### src/pkg/spm_pkg.sv
// spm_pkg: constants shared by the serial poll master and its memory
// assumes a 125 MHz single clock domain; no software registers exist
package spm_pkg;

  // ----------------------------------------------------------------
  // clock and timing
  // ----------------------------------------------------------------
  localparam int CLK_MHZ           = 125;   // core clock rate
  localparam int RESP_TIMEOUT_US   = 1000;  // default response timeout
  localparam int DIAG_INTERVAL_US  = 500;   // default diagnose repeat
  localparam int RESP_TIMEOUT_CYC  = RESP_TIMEOUT_US * CLK_MHZ;
  localparam int DIAG_INTERVAL_CYC = DIAG_INTERVAL_US * CLK_MHZ;
  localparam int TMR_W             = 32;    // timer counter width

  // ----------------------------------------------------------------
  // slave addressing
  // ----------------------------------------------------------------
  localparam logic [7:0] ADDR_BCAST    = 8'h00;  // broadcast
  localparam logic [7:0] ADDR_MIN      = 8'h01;  // first slave id
  localparam logic [7:0] ADDR_MAX      = 8'hF7;  // last slave id (247)

  // ----------------------------------------------------------------
  // failure tracking and diagnose packet
  // ----------------------------------------------------------------
  localparam logic [1:0] MISS_LIMIT    = 2'h3;   // unanswered to diag
  localparam logic [7:0] DIAG_LEN      = 8'h03;  // diagnose length byte
  localparam logic [1:0] DIAG_BYTES    = 2'h3;   // bytes per packet
  localparam int         FAULT_DEPTH   = 16;     // fault location slots
  localparam int         FAULT_AW      = 4;      // slot index width

  // ----------------------------------------------------------------
  // master state
  // ----------------------------------------------------------------
  typedef enum logic [2:0] {
    SPM_IDLE,       // ready for a request
    SPM_SEND,       // request bytes leaving
    SPM_WAIT,       // waiting for slave reply
    SPM_DIAG_WAIT,  // diagnostic mode, timing the interval
    SPM_DIAG_SEND   // diagnostic mode, emitting packet
  } spm_state_e;

endpackage : spm_pkg

### src/logic/spm_fault_mem.sv
// spm_fault_mem: small store of fault locations (page, module)
// assumes writes and reads on the same clock; read data registered
`timescale 1ns/10ps
module spm_fault_mem
(
  input  wire logic                        CLK,     // core clock
  input  wire logic                        we,      // write strobe
  input  wire logic [spm_pkg::FAULT_AW-1:0] waddr,  // write slot
  input  wire logic [15:0]                 wdata,   // {page, module}
  input  wire logic [spm_pkg::FAULT_AW-1:0] raddr,  // read slot
  output logic      [15:0]                 rdata    // registered read
);

  // ----------------------------------------------------------------
  // storage
  // ----------------------------------------------------------------
  logic [15:0] mem_reg [spm_pkg::FAULT_DEPTH];  // no reset, data only

  // write port
  always_ff @(posedge CLK)
  begin
    if (we)
    begin
      mem_reg[waddr] <= wdata;
    end
  end

  // read port, one cycle latency
  always_ff @(posedge CLK)
  begin
    rdata <= mem_reg[raddr];
  end

endmodule // spm_fault_mem

### src/logic/spm_master.sv
// spm_master: serial poll master with timeout and diagnostic mode
// assumes a byte transmitter on TX_* and a frame checker on RX_* that
// pulse on a whole checked reply; both on CLK, so no synchronisers
`timescale 1ns/10ps

module spm_master
#(
  parameter int RESP_TIMEOUT_CYC  = spm_pkg::RESP_TIMEOUT_CYC,
  parameter int DIAG_INTERVAL_CYC = spm_pkg::DIAG_INTERVAL_CYC
)
(
  input  wire logic        CLK,         // core clock
  input  wire logic        RESETN,      // async reset, active low
  input  wire logic        REQ_VALID,   // user request offered
  output logic             REQ_READY,   // request taken this cycle if valid
  input  wire logic [7:0]  REQ_ADDR,    // target slave address
  input  wire logic [7:0]  REQ_FUNC,    // function code byte
  input  wire logic [3:0]  REQ_SLOT,    // fault slot of this request
  input  wire logic [15:0] REQ_LOC,     // {page, module} of the slot
  output logic             REQ_REFUSED, // reserved address, pulse
  output logic             TX_VALID,    // byte offered to line
  input  wire logic        TX_READY,    // line takes byte
  output logic [7:0]       TX_DATA,     // byte on line
  output logic             TX_DIAG,     // byte is diagnose packet
  input  wire logic        RX_DONE,     // whole checked reply, pulse
  input  wire logic        RX_EXCEPT,   // reply is an exception
  output logic             RSP_OK,      // normal reply, pulse
  output logic             RSP_EXCEPT,  // exception reply, pulse
  output logic             RSP_TIMEOUT, // request abandoned, pulse
  output logic             DIAG_MODE    // diagnostic mode level
);

  // ----------------------------------------------------------------
  // state
  // ----------------------------------------------------------------
  spm_pkg::spm_state_e state_reg;          // master state
  logic [spm_pkg::TMR_W-1:0] tmr_reg;      // timeout / interval timer
  logic [1:0]  miss_reg;                   // unanswered count
  logic [1:0]  byte_reg;                   // byte index in frame
  logic [7:0]  addr_reg;                   // latched address
  logic [7:0]  func_reg;                   // latched function
  logic [3:0]  slot_reg;                   // slot of last request
  logic        bcast_reg;                  // request was broadcast
  logic [15:0] loc_rd;                     // fault location read back
  logic        take;                       // request accepted
  logic        tx_fire;                    // byte handed over
  logic        timed_out;                  // timer reached limit

  // legal target test, used by accept and refusal
  function automatic logic addr_ok(input logic [7:0] a);
    addr_ok = (a <= spm_pkg::ADDR_MAX);
  endfunction

  // ----------------------------------------------------------------
  // handshakes
  // ----------------------------------------------------------------
  // requests only taken in idle, so one is ever outstanding
  assign REQ_READY = (state_reg == spm_pkg::SPM_IDLE)
                   && addr_ok(REQ_ADDR);
  assign take      = REQ_VALID && REQ_READY;
  assign tx_fire   = TX_VALID && TX_READY;
  assign timed_out = (tmr_reg == 32'(RESP_TIMEOUT_CYC - 1));
  assign TX_VALID  = (state_reg == spm_pkg::SPM_SEND)
                   || (state_reg == spm_pkg::SPM_DIAG_SEND);
  assign TX_DIAG   = (state_reg == spm_pkg::SPM_DIAG_SEND);
  assign DIAG_MODE = TX_DIAG || (state_reg == spm_pkg::SPM_DIAG_WAIT);

  // transmit byte mux; diag bytes are length, page, module
  always_comb
  begin
    if (TX_DIAG)
    begin
      case (byte_reg)
        2'h0:    TX_DATA = spm_pkg::DIAG_LEN;
        2'h1:    TX_DATA = loc_rd[15:8];
        default: TX_DATA = loc_rd[7:0];
      endcase
    end
    else
    begin
      TX_DATA = (byte_reg == 2'h0) ? addr_reg : func_reg;
    end
  end

  // fault location of the last request, registered read
  spm_fault_mem u_mem
  (
    .CLK   (CLK),
    .we    (take),
    .waddr (REQ_SLOT),
    .wdata (REQ_LOC),
    .raddr (slot_reg),
    .rdata (loc_rd)
  );

  // ----------------------------------------------------------------
  // master sequence
  // ----------------------------------------------------------------
  always_ff @(posedge CLK or negedge RESETN)
  begin
    if (!RESETN)
    begin
      state_reg <= spm_pkg::SPM_IDLE;
      byte_reg  <= 2'h0;
    end
    else
    begin
      case (state_reg)
        spm_pkg::SPM_IDLE:
        begin
          if (take)
          begin
            state_reg <= spm_pkg::SPM_SEND;
            byte_reg  <= 2'h0;
          end
        end
        spm_pkg::SPM_SEND:
        begin
          if (tx_fire)
          begin
            byte_reg <= byte_reg + 2'h1;
            if (byte_reg == 2'h1)
            begin
              byte_reg <= 2'h0;
              // broadcast: nothing comes back, free at once
              state_reg <= bcast_reg ? spm_pkg::SPM_IDLE
                                     : spm_pkg::SPM_WAIT;
            end
          end
        end
        spm_pkg::SPM_WAIT:
        begin
          if (RX_DONE)
          begin
            state_reg <= spm_pkg::SPM_IDLE;
          end
          else if (timed_out)
          begin
            // third straight miss switches to diagnosis
            state_reg <= (miss_reg == spm_pkg::MISS_LIMIT - 2'h1)
                       ? spm_pkg::SPM_DIAG_SEND
                       : spm_pkg::SPM_IDLE;
          end
        end
        spm_pkg::SPM_DIAG_SEND:
        begin
          if (RX_DONE && !RX_EXCEPT)
          begin
            state_reg <= spm_pkg::SPM_IDLE;
            byte_reg  <= 2'h0;
          end
          else if (tx_fire)
          begin
            byte_reg <= byte_reg + 2'h1;
            if (byte_reg == spm_pkg::DIAG_BYTES - 2'h1)
            begin
              byte_reg  <= 2'h0;
              state_reg <= spm_pkg::SPM_DIAG_WAIT;
            end
          end
        end
        spm_pkg::SPM_DIAG_WAIT:
        begin
          if (RX_DONE && !RX_EXCEPT)
          begin
            state_reg <= spm_pkg::SPM_IDLE;
          end
          else if (tmr_reg == 32'(DIAG_INTERVAL_CYC - 1))
          begin
            state_reg <= spm_pkg::SPM_DIAG_SEND;
          end
        end
        default:
        begin
          state_reg <= spm_pkg::SPM_IDLE;
        end
      endcase
    end
  end

  // ----------------------------------------------------------------
  // timer: counts only while waiting, cleared elsewhere
  // ----------------------------------------------------------------
  always_ff @(posedge CLK or negedge RESETN)
  begin
    if (!RESETN)
    begin
      tmr_reg <= '0;
    end
    else if ((state_reg == spm_pkg::SPM_WAIT && !timed_out)
          || (state_reg == spm_pkg::SPM_DIAG_WAIT
              && tmr_reg != 32'(DIAG_INTERVAL_CYC - 1)))
    begin
      tmr_reg <= tmr_reg + 32'h1;
    end
    else
    begin
      tmr_reg <= '0;
    end
  end

  // ----------------------------------------------------------------
  // unanswered counter; a correct reply clears it outside idle and send
  // ----------------------------------------------------------------
  always_ff @(posedge CLK or negedge RESETN)
  begin
    if (!RESETN)
    begin
      miss_reg <= 2'h0;
    end
    else if (RX_DONE && !RX_EXCEPT && state_reg != spm_pkg::SPM_IDLE
          && state_reg != spm_pkg::SPM_SEND)
    begin
      miss_reg <= 2'h0;
    end
    else if (state_reg == spm_pkg::SPM_WAIT && timed_out && !RX_DONE)
    begin
      // saturate at the limit; diagnosis keeps it there
      miss_reg <= (miss_reg == spm_pkg::MISS_LIMIT) ? miss_reg
                : miss_reg + 2'h1;
    end
  end

  // ----------------------------------------------------------------
  // request latch
  // ----------------------------------------------------------------
  always_ff @(posedge CLK or negedge RESETN)
  begin
    if (!RESETN)
    begin
      addr_reg  <= 8'h00;
      func_reg  <= 8'h00;
      slot_reg  <= 4'h0;
      bcast_reg <= 1'b0;
    end
    else if (take)
    begin
      addr_reg  <= REQ_ADDR;
      func_reg  <= REQ_FUNC;
      slot_reg  <= REQ_SLOT;
      bcast_reg <= (REQ_ADDR == spm_pkg::ADDR_BCAST);
    end
  end

  // ----------------------------------------------------------------
  // result pulses; replies outside a wait are stray, dropped
  // ----------------------------------------------------------------
  always_ff @(posedge CLK or negedge RESETN)
  begin
    if (!RESETN)
    begin
      RSP_OK      <= 1'b0;
      RSP_EXCEPT  <= 1'b0;
      RSP_TIMEOUT <= 1'b0;
      REQ_REFUSED <= 1'b0;
    end
    else
    begin
      RSP_OK      <= (state_reg == spm_pkg::SPM_WAIT) && RX_DONE
                   && !RX_EXCEPT;
      RSP_EXCEPT  <= (state_reg == spm_pkg::SPM_WAIT) && RX_DONE
                   && RX_EXCEPT;
      RSP_TIMEOUT <= (state_reg == spm_pkg::SPM_WAIT) && timed_out
                   && !RX_DONE;
      REQ_REFUSED <= REQ_VALID && (state_reg == spm_pkg::SPM_IDLE)
                   && !addr_ok(REQ_ADDR);
    end
  end

endmodule // spm_master

### config.mk
export PLATFORM = sky130hd
export DESIGN_NAME = spm_master
export DESIGN_NICKNAME = d
export VERILOG_FILES = /design/src/pkg/spm_pkg.sv /design/src/logic/spm_fault_mem.sv /design/src/logic/spm_master.sv
export SDC_FILE = /design/constraint.sdc
export NUM_CORES = 1
export LEC_CHECK = 0
export BUFFER_PORTS_ARGS = -buffer_cell sky130_fd_sc_hd__buf_2
export CAP_MARGIN = 30
export CELL_PAD_IN_SITES_DETAIL_PLACEMENT = 1
export CELL_PAD_IN_SITES_GLOBAL_PLACEMENT = 1
export CORE_UTILIZATION = 53
export CTS_CLUSTER_SIZE = 20
export DETAILED_ROUTE_END_ITERATION = 8
export PLACE_DENSITY_LB_ADDON = 0.1
export SLEW_MARGIN = 20
export SYNTH_ARGS = -nofsm -noshare
export SYNTH_HDL_FRONTEND = slang
export SYNTH_SLANG_ARGS = --single-unit
export TNS_END_PERCENT = 1
### constraint.sdc
create_clock -name CLK -period 3.4 [get_ports CLK]
set_input_delay 1.02 -clock CLK [delete_from_list [all_inputs] [get_ports CLK]]
set_output_delay 1.02 -clock CLK [all_outputs]
set_load 0.03 [all_outputs]
==> summary.txt <==
Status
  – Status: completed

Finish
  – Max reg flops: 256
  – Final nets: 873
  – Total area of sequential cells: 0.00961 mm2
  – Layout cell share with drive strength beyond 1: 31.4%
  – Most common cell after layout, fill and taps aside: edfxtp_1
  – Layout fillers: 2181
  – Area Growth Syn to Fin: 15.1%
  – Design area: 0.0155 mm2
  – Multi-input gate area: 0.00364 mm2
  – Most frequent cells in the layout: edfxtp_1, mux4_2, dfrtp_1, nor2_1, buf_2

Routing
  – Vias/cell: 6.00
  – DRT iter0 DRCs: 642
  – Post-detailed-routing wire length: 30200 um
  – DR DRC count: 0
  – Post-route ant nets: 0
  – Avg WL per Cell: 25.5 um
  – Vias: 7084
  – Drt pass-1 iters: 5

Logic synthesis
  – Average instance area after synthesis: 18.4 um2
  – Synth area leader: edfxtp_1
  – Syn Inst Count: 731
  – Synthesized net count: 776
  – Synth Flop Type: edfxtp_1
  – FF+latch count, synth: 336
  – Synth area leaders: edfxtp_1, mux4_2, dfrtp_1
  – Asr flop ratio synth: 19.0%
  – Area of the mapped netlist: 0.0134 mm2
  – Distinct cells, synth: 54
  – Synthesis Warnings: 0
  – Post-synthesis sequential area ratio: 71.5%
  – Yosys top cell area share: 57.2%
  – EDFF count, synth: 256

Timing
  – Worst-Margin Slew: 972 ps
  – Max Clock Freq: 0.309 GHz
  – Max transition margin: 35.2%
  – Max-slew violation count: 0
  – Setup Total Neg Slack: 0 ps
  – Unrepaired setup endpoints after global routing: false
  – Hold WS: 477 ps
  – Worst Skew: 13.4 ps
  – Final setup viols: 0
  – Crit path time final: 3230 ps
  – Final hold viol count: 0
  – Final worst-path cycle share: 95.0%
  – Worst Slack Setup Final: 169 ps

Worst setup path
  – Max FO, Critical Path: 15
  – R2R Setup Slk: 830 ps
  – Crit Path Class: reg -> out
  – Critical Path RT: 2380 ps
  – Startpoint types: flip-flop
  – RR Startpoint: state_reg[0]
  – Arrival @ worst endpoint: 2210 ps
  – Worst Setup End Kind: primary output
  – R2r worst-path depth: 5
  – Worst reg2reg path endpoint: u_mem.mem_reg[0][7]

Clocking
  – CTS sink count: 336
  – Worst-path clk slew: 60 ps
  – # resized after CTS: 1
  – Clock Latency Late Sink: 520 ps
  – H-tree Lvls: 2
  – # Post-CTS Setup Buffers: 0
  – Root Buffer: clkbuf_16
  – CTS tree: done
  – CTS Hold Bufs: 0
  – TritonCTS buffer count: 37
  – Clk buf depth: 3

Global route
  – All-Layer GR Usage: 24.2%
  – First-pass GRT wire length: 46200 um
  – Largest net degree at the start of global routing: 66
  – Number of global-route vias before repair: 7682
  – Initial antenna violation count: 2
  – Global route overflow: 0

Floorplan
  – Die Wd: 161 um
  – Core Region: 0.0246 mm2
  – Full die area: 0.0260 mm2
  – Chip height: 161 um
  – Row cnt: 57
  – Initial Utilization: 54.6%
  – IO Pins: 58

Placement
  – Buffers added on ports: 57
  – DP HPWL: 19900 um
  – Setup WS pre-CTS: 432 ps
  – Gpl congestion: 0.779
  – Placed cell areas: 0.0143 mm2

Job
  – Max-Cap Viols: 0

Pwr
  – Pwr/cell area: 777 mW/mm2
  – Leakage: 5.38 nW
  – Total power: 12.0 mW
  – Peak VDD IR: 709 uV

Worst hold path
  – Hold path cells: 1
  – Hold Crit Start: tmr_reg[0]
  – Worst Hold Path EP: tmr_reg[0]
  – Worst min-delay path class: reg -> reg
worst max-delay path by stage:
stage / startpoint / end / depth (start not counted)
after global routing: state_reg[0] / TX_DATA[0] / 6
after global placement: REQ_VALID / u_mem.mem_reg[8][3] / 6
after floorplan: REQ_VALID / u_mem.mem_reg[2][0] / 5
final: state_reg[0] / TX_DATA[0] / 6
after CTS: state_reg[0] / TX_DATA[0] / 6
after detailed placement: REQ_VALID / u_mem.mem_reg[12][4] / 6
per-layer routing:
| layer | part of all wire, % | track usage [%] | up-vias |
|---|---|---|---|
| li1 | - | - | 3089 |
| met1 | 42 | 32.8 | 3723 |
| met2 | 50 | 40.5 | 222 |
| met3 | 5.2 | 4.31 | 50 |
| met4 | 2.3 | 7.42 | 0 |
| met5 | 0 | 0 | - |
power by group:
group	switching (mW)	total (mW)	leakage, nW	internal (mW)
clock network	1.56	3.87	0.573	2.32
registers	0.336	5.10	3.28	4.76
logic	1.58	3.04	1.52	1.46
total	3.47	12.0	5.38	8.54
cells in the mapped netlist, types with 2 or more instances:
cell type / number
a21oi_1: 10
a221oi_1: 6
and2_1: 2
and3_1: 3
and4_1: 2
buf_1: 3
buf_2: 15
buf_6: 2
clkbuf_1: 12
dfrtp_1: 64
dfxtp_1: 16
edfxtp_1: 256
ha_1: 3
inv_1: 13
mux2_2: 21
mux2i_1: 12
mux4_2: 80
nand2_1: 23
nand2b_1: 5
nand3_1: 11
nand3_2: 2
nand3b_2: 2
nand4_1: 8
nor2_1: 62
nor2b_1: 2
nor3_1: 17
nor4_1: 9
nor4_2: 6
o21ai_0: 8
o221ai_1: 2
or4_1: 2
xnor2_1: 24
xor2_1: 7
cell type report:
cell class | instances | share of cell area [%]
Antenna cell | 1 | 0.0162
Multi-Input combinational cell | 348 | 23.5
Tap cell | 324 | 2.62
Clock inverter | 22 | 1.46
Timing Repair Buffer | 92 | 3.71
Sequential cell | 336 | 62.2
Clock buffer | 45 | 6.18
Inverter | 13 | 0.316
kinds of logic (layout without fill, tap and decap cells):
| kind of cell | after synthesis | in the layout | synth area share [%] |
|---|---|---|---|
| xor+xnor | 31 | 31 | 2.02 |
| other cells | 0 | 1 | 0 |
| flops | 336 | 336 | 71.5 |
| simple gates | 165 | 165 | 6.67 |
| mux | 113 | 113 | 16.1 |
| fa+ha+maj | 3 | 3 | 0.279 |
| compound gates | 36 | 36 | 1.89 |
| buf+inv | 47 | 172 | 1.60 |
through the flow:
stage                     util, %  std cells
final                        62.9       1181
after global routing         62.9       1181
after CTS                    62.8       1180
after detailed placement     58.0       1113
after global placement       58.0       1113
after floorplan                 -        731
critical path: stages (launching register included):
cell      delay, ps
dfrtp_1         530
nor2_1          190
nand2_2         210
inv_1           250
o221ai_1        140
o21ai_0         120
buf_2           250
Power figures use the tool's default switching activity.
